## src/pkg/dsadc_pkg.sv

```systemverilog
// Constants and types shared by the dual slope converter control
package dsadc_pkg;
    // ======================================================
    // Timing
    localparam int unsigned CLK_HZ       = 20_000_000;
    localparam int unsigned OSC_HZ       = 786;
    localparam int unsigned OSC_DIV_CYC  = CLK_HZ / OSC_HZ;
    localparam int unsigned FAST_HZ      = 96;
    localparam int unsigned SLOW_HZ      = 4;
    localparam int unsigned FAST_TICKS   = OSC_HZ / FAST_HZ;
    localparam int unsigned SLOW_TICKS   = OSC_HZ / SLOW_HZ;
    localparam int unsigned CONV_US      = 5000;
    localparam int unsigned CONV_STEPS   = 2000;
    localparam int unsigned CNT_DIV_CYC  = (CLK_HZ / 1_000_000) * CONV_US / CONV_STEPS;
    localparam int unsigned INT_COUNTS   = 1000;
    // ======================================================
    // Range limits and codes
    localparam logic [9:0] POS_MAX   = 10'h3e7;
    localparam logic [9:0] NEG_MAX   = 10'h063;
    localparam logic [3:0] CODE_NOVR = 4'ha;
    localparam logic [3:0] CODE_POVR = 4'hb;
    localparam logic [3:0] CODE_MINUS = 4'ha;
    localparam logic [2:0] SEL_IDLE  = 3'h7;
    localparam logic [2:0] SEL_RST   = 3'h6;
    localparam int unsigned FIFO_DEPTH = 16;
    // ======================================================
    // Types
    typedef enum logic [1:0] {
        MODE_SLOW = 2'h0,
        MODE_HOLD = 2'h1,
        MODE_FAST = 2'h2
    } dsadc_mode_t;
    typedef enum logic [1:0] {
        ST_IDLE  = 2'h0,
        ST_INTEG = 2'h1,
        ST_DEINT = 2'h3,
        ST_DONE  = 2'h2
    } dsadc_state_t;
    typedef struct packed {
        logic [3:0] top;
        logic [3:0] mid;
        logic [3:0] bot;
    } dsadc_digits_t;
endpackage

```

## src/design/dsadc_ctrl.sv

```systemverilog
// Dual slope converter sequencer, result buffer and digit multiplexer
`timescale 1ns/1ns
`default_nettype none

// ======================================================
// Result buffer
module dsadc_fifo #(
    parameter int unsigned W = 12,
    parameter int unsigned D = 16
) (
    input  wire logic         clk,
    input  wire logic         rst_n,
    input  wire logic         inValid,
    output logic              inReady,
    input  wire logic [W-1:0] inData,
    output logic              outValid,
    input  wire logic         outReady,
    output logic [W-1:0]      outData
);
    localparam int unsigned AW = $clog2(D);
    logic [W-1:0]  mem_r [D];
    logic [AW-1:0] wp_r, wp_nxt, rp_r, rp_nxt;
    logic [AW:0]   cnt_r, cnt_nxt;
    logic          push, pop;

    assign inReady  = (cnt_r != (AW+1)'(D));
    assign outValid = (cnt_r != '0);
    assign outData  = mem_r[rp_r];
    assign push     = inValid && inReady;
    assign pop      = outValid && outReady;

    // Pointer and fill bookkeeping
    always_comb
    begin
        wp_nxt  = push ? AW'(wp_r + 1'b1) : wp_r;
        rp_nxt  = pop ? AW'(rp_r + 1'b1) : rp_r;
        cnt_nxt = (AW+1)'(cnt_r + {AW'(0), push} - {AW'(0), pop});
    end

    always_ff @(posedge clk or negedge rst_n)
    begin
        if (!rst_n)
        begin
            wp_r  <= '0;
            rp_r  <= '0;
            cnt_r <= '0;
        end
        else
        begin
            wp_r  <= wp_nxt;
            rp_r  <= rp_nxt;
            cnt_r <= cnt_nxt;
        end
    end

    // Storage has no reset; only written slots are ever read
    always_ff @(posedge clk)
    begin
        if (push)
            mem_r[wp_r] <= inData;
    end
endmodule

// ======================================================
module dsadc_ctrl #(
    parameter int unsigned OSC_DIV = dsadc_pkg::OSC_DIV_CYC,
    parameter int unsigned DEPTH   = dsadc_pkg::FIFO_DEPTH
) (
    input  wire logic       clk,
    input  wire logic       rst_n,
    input  wire logic [1:0] modeSel,
    input  wire logic       compAbove,
    output logic            integIn,
    output logic            integRef,
    output logic            refNegative,
    output logic [3:0]      bcd,
    output logic            topDigitSelect_n,
    output logic            middleDigitSelect_n,
    output logic            bottomDigitSelect_n
);
    localparam int CONV_MAX = 100100;
    localparam logic [15:0] OSC_LAST = 16'(OSC_DIV - 1);
    localparam logic [5:0]  CNT_LAST = 6'(dsadc_pkg::CNT_DIV_CYC - 1);
    localparam logic [9:0]  INT_LAST = 10'(dsadc_pkg::INT_COUNTS - 1);

    dsadc_pkg::dsadc_state_t  st_r, st_nxt;
    dsadc_pkg::dsadc_digits_t res_r, res_nxt, shown_r, shown_nxt, fifoData;
    logic [15:0] osc_r, osc_nxt;
    logic [5:0]  pre_r, pre_nxt;
    logic [7:0]  per_r, per_nxt;
    logic [9:0]  cnt_r, cnt_nxt;
    logic [1:0]  dig_r, dig_nxt;
    logic [2:0]  sel_r, sel_nxt;
    logic [3:0]  bcd_r, bcd_nxt;
    logic        oscTick, cntTick, perDone_r, perDone_nxt, pos_r, pos_nxt;
    logic        holdMode, start, crossed, limitHit, push, pushReady;
    logic        fifoValid, pop;
    logic [7:0]  perLast;

    // Build result digits from a count; overrange fills every digit
    function automatic dsadc_pkg::dsadc_digits_t toDigits(
        input logic [9:0] c,
        input logic       neg,
        input logic       ovr
    );
        dsadc_pkg::dsadc_digits_t d;
        d.top = 4'(c / 10'd100);
        d.mid = 4'((c / 10'd10) % 10'd10);
        d.bot = 4'(c % 10'd10);
        if (ovr)
            d = neg ? {3{dsadc_pkg::CODE_NOVR}} : {3{dsadc_pkg::CODE_POVR}};
        else if (neg)
            d.top = dsadc_pkg::CODE_MINUS;
        return d;
    endfunction

    // ======================================================
    // Timebase: oscillator tick and count tick
    assign oscTick = (osc_r == OSC_LAST);
    assign cntTick = (pre_r == CNT_LAST);
    assign holdMode = (modeSel == dsadc_pkg::MODE_HOLD);
    // Fast only for MODE_FAST (2'h2); hold and code 2'h3 keep the slow cadence
    assign perLast = (modeSel == dsadc_pkg::MODE_FAST) ?
                     8'(dsadc_pkg::FAST_TICKS - 1) : 8'(dsadc_pkg::SLOW_TICKS - 1);

    always_comb
    begin
        osc_nxt = oscTick ? '0 : 16'(osc_r + 1'b1);
        pre_nxt = cntTick ? '0 : 6'(pre_r + 1'b1);
        per_nxt = per_r;
        if (oscTick)
            per_nxt = (per_r >= perLast) ? '0 : 8'(per_r + 1'b1);
        // A period end that meets a start is kept; start clears only the old one
        perDone_nxt = (perDone_r && !start) || (oscTick && per_r >= perLast);
    end

    always_ff @(posedge clk or negedge rst_n)
    begin
        if (!rst_n)
        begin
            osc_r     <= '0;
            pre_r     <= '0;
            per_r     <= '0;
            perDone_r <= 1'b0;
        end
        else
        begin
            osc_r     <= osc_nxt;
            pre_r     <= pre_nxt;
            per_r     <= per_nxt;
            perDone_r <= perDone_nxt;
        end
    end

    // ======================================================
    // Conversion sequencer
    // Start waits for buffer room so a finished result is never dropped
    assign start    = (st_r == dsadc_pkg::ST_IDLE) && perDone_r && pushReady;
    assign crossed  = (compAbove != pos_r);
    assign limitHit = (cnt_r == (pos_r ? dsadc_pkg::POS_MAX : dsadc_pkg::NEG_MAX));
    assign push     = (st_r == dsadc_pkg::ST_DONE);
    assign integIn  = (st_r == dsadc_pkg::ST_INTEG);
    assign integRef = (st_r == dsadc_pkg::ST_DEINT);
    assign refNegative = pos_r;

    always_comb
    begin
        st_nxt  = st_r;
        cnt_nxt = cnt_r;
        pos_nxt = pos_r;
        res_nxt = res_r;
        unique case (st_r)
            dsadc_pkg::ST_IDLE:
                if (start)
                begin
                    st_nxt  = dsadc_pkg::ST_INTEG;
                    cnt_nxt = '0;
                end
            dsadc_pkg::ST_INTEG:
                if (cntTick)
                begin
                    if (cnt_r == INT_LAST)
                    begin
                        st_nxt  = dsadc_pkg::ST_DEINT;
                        cnt_nxt = '0;
                        pos_nxt = compAbove;
                    end
                    else
                        cnt_nxt = 10'(cnt_r + 1'b1);
                end
            dsadc_pkg::ST_DEINT:
                if (cntTick)
                begin
                    if (crossed)
                    begin
                        st_nxt  = dsadc_pkg::ST_DONE;
                        res_nxt = toDigits(cnt_r, !pos_r, 1'b0);
                    end
                    else if (limitHit)
                    begin
                        st_nxt  = dsadc_pkg::ST_DONE;
                        res_nxt = toDigits(cnt_r, !pos_r, 1'b1);
                    end
                    else
                        cnt_nxt = 10'(cnt_r + 1'b1);
                end
            dsadc_pkg::ST_DONE:
                st_nxt = dsadc_pkg::ST_IDLE;
        endcase
    end

    always_ff @(posedge clk or negedge rst_n)
    begin
        if (!rst_n)
        begin
            st_r  <= dsadc_pkg::ST_IDLE;
            cnt_r <= '0;
            pos_r <= 1'b1;
            res_r <= '0;
        end
        else
        begin
            st_r  <= st_nxt;
            cnt_r <= cnt_nxt;
            pos_r <= pos_nxt;
            res_r <= res_nxt;
        end
    end

    dsadc_fifo #(
        .W (12),
        .D (DEPTH)
    ) u_fifo (
        .clk      (clk),
        .rst_n    (rst_n),
        .inValid  (push),
        .inReady  (pushReady),
        .inData   (res_r),
        .outValid (fifoValid),
        .outReady (pop),
        .outData  (fifoData)
    );

    // ======================================================
    // Display multiplexer
    // Results are drained once per frame; in hold they are read and dropped
    assign pop = oscTick && (dig_r == 2'h2);

    always_comb
    begin
        shown_nxt = shown_r;
        if (pop && fifoValid && !holdMode)
            shown_nxt = fifoData;
        dig_nxt = dig_r;
        sel_nxt = sel_r;
        bcd_nxt = bcd_r;
        // Select and data change on the same edge so data is steady under a select
        if (oscTick)
        begin
            dig_nxt = (dig_r == 2'h2) ? 2'h0 : 2'(dig_r + 1'b1);
            unique case (dig_nxt)
                2'h0:
                begin
                    sel_nxt = 3'h6;
                    bcd_nxt = shown_nxt.top;
                end
                2'h1:
                begin
                    sel_nxt = 3'h5;
                    bcd_nxt = shown_nxt.mid;
                end
                default:
                begin
                    sel_nxt = 3'h3;
                    bcd_nxt = shown_nxt.bot;
                end
            endcase
        end
    end

    always_ff @(posedge clk or negedge rst_n)
    begin
        if (!rst_n)
        begin
            shown_r <= '0;
            dig_r   <= '0;
            sel_r   <= dsadc_pkg::SEL_RST;
            bcd_r   <= '0;
        end
        else
        begin
            shown_r <= shown_nxt;
            dig_r   <= dig_nxt;
            sel_r   <= sel_nxt;
            bcd_r   <= bcd_nxt;
        end
    end

    assign bcd                 = bcd_r;
    assign topDigitSelect_n    = sel_r[0];
    assign middleDigitSelect_n = sel_r[1];
    assign bottomDigitSelect_n = sel_r[2];

    // ======================================================
    // Checks
    logic [16:0] conv_r;
    always_ff @(posedge clk or negedge rst_n)
    begin
        if (!rst_n)
            conv_r <= '0;
        else
            conv_r <= (st_r == dsadc_pkg::ST_IDLE) ? '0 : 17'(conv_r + 1'b1);
    end

    a_sel_onecold: assert property (@(posedge clk) disable iff (!rst_n)
        $countones(sel_r) == 2) else $error("digit selects not one-cold");
    a_bcd_steady: assert property (@(posedge clk) disable iff (!rst_n)
        $stable(sel_r) |-> $stable(bcd_r)) else $error("bcd moved under select");
    a_integ_fixed: assert property (@(posedge clk) disable iff (!rst_n)
        (integIn && cntTick && cnt_r == INT_LAST) |=> integRef && cnt_r == 10'h000)
        else $error("integrate length wrong");
    a_capture_cnt: assert property (@(posedge clk) disable iff (!rst_n)
        (integRef && cntTick && crossed && pos_r && cnt_r < 10'h064)
        |=> push && res_r.bot == 4'($past(cnt_r) % 10'd10)) else $error("capture wrong");
    a_pos_ovr: assert property (@(posedge clk) disable iff (!rst_n)
        (integRef && cntTick && !crossed && pos_r && cnt_r == dsadc_pkg::POS_MAX)
        |=> res_r == {3{dsadc_pkg::CODE_POVR}}) else $error("positive overrange code");
    a_neg_ovr: assert property (@(posedge clk) disable iff (!rst_n)
        (integRef && cntTick && !crossed && !pos_r && cnt_r == dsadc_pkg::NEG_MAX)
        |=> res_r == {3{dsadc_pkg::CODE_NOVR}}) else $error("negative overrange code");
    a_no_wrap: assert property (@(posedge clk) disable iff (!rst_n)
        integRef |-> cnt_r <= dsadc_pkg::POS_MAX) else $error("count passed top");
    a_neg_sign: assert property (@(posedge clk) disable iff (!rst_n)
        (integRef && cntTick && crossed && !pos_r)
        |=> res_r.top == dsadc_pkg::CODE_MINUS) else $error("minus sign missing");
    a_hold_frozen: assert property (@(posedge clk) disable iff (!rst_n)
        (pop && holdMode) |=> $stable(shown_r)) else $error("display moved in hold");
    a_live_update: assert property (@(posedge clk) disable iff (!rst_n)
        (pop && fifoValid && !holdMode) |=> shown_r == $past(fifoData))
        else $error("display not updated");
    a_start_period: assert property (@(posedge clk) disable iff (!rst_n)
        $rose(integIn) |-> $past(perDone_r)) else $error("start without period");
    a_conv_time: assert property (@(posedge clk) disable iff (!rst_n)
        push |-> conv_r <= CONV_MAX) else $error("conversion too long");
endmodule
`default_nettype wire

```

## config.mk

```make
export PLATFORM = sky130hd
export DESIGN_NAME = dsadc_ctrl
export DESIGN_NICKNAME = d
export VERILOG_FILES = /design/src/pkg/dsadc_pkg.sv /design/src/design/dsadc_ctrl.sv
export SDC_FILE = /design/constraint.sdc
export NUM_CORES = 1
export LEC_CHECK = 0
export ABC_AREA = 1
export BUFFER_PORTS_ARGS = -buffer_cell sky130_fd_sc_hd__buf_2
export CAP_MARGIN = 25
export CORE_MARGIN = 2
export CORE_UTILIZATION = 55
export DETAILED_ROUTE_END_ITERATION = 8
export PLACE_DENSITY = 0.84
export SLEW_MARGIN = 5
export SYNTH_ARGS = -nofsm -noshare
export SYNTH_HDL_FRONTEND = slang
export SYNTH_SLANG_ARGS = --single-unit
```

## constraint.sdc

```tcl
create_clock -name clk -period 4.8 [get_ports clk]
set_clock_uncertainty 0.15 [all_clocks]
set_input_delay 1.2 -clock clk [delete_from_list [all_inputs] [get_ports clk]]
set_output_delay 1.2 -clock clk [all_outputs]
set_load 0.02 [all_outputs]
```

==> summary.txt <==
Synthesis
  – Post-synth ARST share: around a third
  – Synthesized area per cell: 10.5 µm²
  – Synth Flop Type: edfxtp_1
  – Post-synth EDFFs: 192
  – Sequential-to-total area share from yosys stat: 58.8%
  – Yosys warns: 0
  – #FFs+latches synth: about 280
  – Mapped Area: 13600 µm²
  – Yosys cell types: 68
  – Mapped Nets: 1333
  – Cells after Synth: 1298

Clock network
  – Root Driver: clkbuf_16
  – Cts bufs inserted: 27
  – Longest Clk Path Bufs: 3
  – H-tree levels: 1
  – CTS tree: built
  – Clock sinks: between 200 and 300
  – Hold Buf Count CTS: 0
  – Clk_lat worst skew: around 0.53 ns
  – Clock-pin slew on the worst setup and hold paths: 0.06 ns

Timing
  – Final setup violation count: 3
  – Maximum clock frequency: just under 200 MHz
  – Unrepaired setup endpoints after global routing: true
  – Final period util: 106%
  – Final Hold Vio Count: 0
  – Tmin final: 5.09 ns
  – Worst slew pin tran: 0.915 ns
  – Slew headroom: 39.0%
  – Fin. max-slew vios: 0
  – Final worst slack: -0.291 ns

Worst setup path
  – CP max-delay cell: dfrtp_2
  – Critical path class: reg2reg
  – Arrival @ worst endpoint: 5.33 ns
  – Critical path required time: 5.03 ns
  – Crit path from: cnt_r[7]$_DFFE_PN0P_
  – R2r startpoint: cnt_r[7]$_DFFE_PN0P_
  – Startpoint Class: flop
  – Crit-path max cell delay: 0.47 ns
  – Worst-path maximum fanout: 6
  – CP Capture Type: flop
  – Cell mode on critical path: nand2_4

Global routing
  – Largest net degree at the start of global routing: 80
  – First-pass GRT wire length: 50800 µm
  – Initial antenna violation count: 0
  – Grt total ovfl: 0
  – GR Util All Layers: 24.3%
  – Vias in the first global route: 10102

Power
  – Clock share of power: 44.2%
  – Max IR drop VDD: 0.000280 V
  – Leakage Power: 5.87 nW
  – Switching part of the total: 19.3%
  – Sequential share of power: a little over half
  – Pwr per Cell Area: 297 nW/µm²
  – Total Power: 4.69 mW
  – Pint: around 3.8 mW
  – Net switching power: 907 µW
  – Comb power frac: 0.9%

Layout
  – Fillers: approximately 1700
  – Most common cell after layout, fill and taps aside: edfxtp_1
  – Post-route insts no fill: 1717
  – Most frequent cells in the layout: edfxtp_1, nor2_1, nand2_1, o21ai_0, inv_1
  – Fin area: 15800 µm²
  – N_diodes: 0
  – Share of cells above drive strength 1: 20.2%
  – Final core utilization: 65.0%
  – Layout Nets: approximately 1400
  – Area grow syn2layout: 16.0%

Die
  – Io pins: 15
  – Row cnt: 57
  – Core area: 24300 µm²
  – Vert. Die Dim: 161 µm
  – Die Span X: 161 µm
  – Initial Util: 56.1%
  – Die ar.: ~26000 µm²

Route
  – 1st-iter DRT viols: 1121
  – DR vias: 10288
  – Initial DRT Pass Iterations: 5
  – DR vias/cell: 5.99
  – Post-route ant nets: 0
  – Routed len/inst: roughly 19 µm
  – Drt drc: 0
  – WL final: around 33000 µm

Place
  – Half-perimeter wire length after placement: 20000 µm
  – DP Area: 14300 µm²
  – I/O Buffers: 14
  – Post-Place Cells: 1632
  – Final GP Congestion: 0.860
  – Worst slack, placed: -0.283 ns

Status
  – Failing checks: negative setup slack
  – Status: finished with violations

Min path
  – Hold Path Class: reg2reg
  – Hold_sp: osc_r[0]$_DFF_PN0_

Job
  – Max Cap Viol: 0
-- worst max-delay path: cells and delay by family (launching register included) --
kind                     cells  cell delay, ns
AND/OR/NAND/NOR             32            3.24
buffers and inverters        6            0.56
flip-flops                   1            0.47
adder cells (fa/ha/maj)      2            0.28
XOR/XNOR                     1            0.19
AO/OA/AOI/OAI                1            0.06
-- cell type report --
class                   count  area [µm²]  area share (%)
flip-flops and latches    282        8030            50.8
multi-input cells         837        5280            33.4
repair buffers             91         723            4.57
clock buffers              34         702            4.44
inverters                 133         513            3.24
well taps                 324         405            2.56
clock inverters            16         158           0.997
-- cells in the mapped netlist, drive strengths merged (6+ instances only) --
master | count | area, µm²
nand2 | 194 | 906
xnor2 | 6 | 52.6
clkbuf | 38 | 153
o221ai | 32 | 280
nor2 | 181 | 743
ha | 29 | 363
inv | 129 | 489
nand4 | 23 | 159
mux2i | 19 | 194
a21oi | 28 | 144
nor3 | 11 | 66.3
dfrtp | 87 | 2180
buf | 8 | 53.8
mux2 | 11 | 124
o22ai | 19 | 119
xor2 | 18 | 158
o21ai | 141 | 732
nor4 | 7 | 43.8
edfxtp | 192 | 5770
nand3 | 74 | 428
-- per-layer routing --
layer  GRT usage, %  share of wire, %
met5              0                 0
met1           29.5                37
met3           2.90               6.5
met2           43.8                52
met4           10.3               4.7
-- kinds of logic (layout without fill, tap and decap cells) --
kind of cell,Yosys count,count (layout),synth area share (%)
flip-flops,282,282,58.8
adder cells (fa/ha/maj),30,30,2.81
multiplexers,30,30,2.33
XOR/XNOR,24,24,1.54
AND/OR/NAND/NOR,501,501,17.9
buffers and inverters,179,274,5.21
AO/OA/AOI/OAI,252,252,11.4
-- power groups by stage --
stage | clock network (mW) | registers [mW] | logic [mW]
after global routing | 2.18 | 2.57 | 0.0492
final | 2.07 | 2.58 | 0.0431
after detailed placement | 0 | 2.63 | 0.0394
after global placement | 0 | 2.63 | 0.0381
after CTS | 2.09 | 2.58 | 0.0401
after floorplan | 0 | 2.63 | 0.0162
-- path summary, 6_finish.rpt --
| check | end | slack [ns] | cells after the start |
|---|---|---|---|
| min in group asynchronous | shown_r[4]$_DFF_PN0_ | 0.35 | 1 |
| max in group asynchronous | cnt_r[8]$_DFFE_PN0P_ | 3.31 | 3 |
| min reg2reg | osc_r[0]$_DFF_PN0_ | 0.32 | 1 |
| min | osc_r[0]$_DFF_PN0_ | 0.32 | 1 |
| max | res_r[7]$_DFFE_PN0P_ | -0.29 | 42 |
| max reg2reg | res_r[7]$_DFFE_PN0P_ | -0.29 | 42 |
-- stage by stage --
stage	hold slack (ns)	TNS, ns
final	0.318	-0.699
after global routing	0.348	-1.54
after CTS	0.321	-0.0468
after detailed placement	0.313	-0.544
after global placement	0.301	0
after floorplan	0.282	0
-- state kept, by name, summed over array words and instances (netlist names), 4 cells and up --
name / flops
shown_r: 12
res_r: 12
u_fifo.wp_r: 4
pre_r: 6
bcd: 4
u_fifo.mem_r: 192
cnt_r: 10
osc_r: 16
u_fifo.rp_r: 4
per_r: 8
u_fifo.cnt_r: 5
-- repair_timing --
action                     CTS  global route
setup endpoints to repair    3             4
pin swaps                   30            51
hold endpoints to repair     0             0
resized for setup           32            65
setup buffers               14            19
No activity file was read; power rests on OpenSTA's default activity.
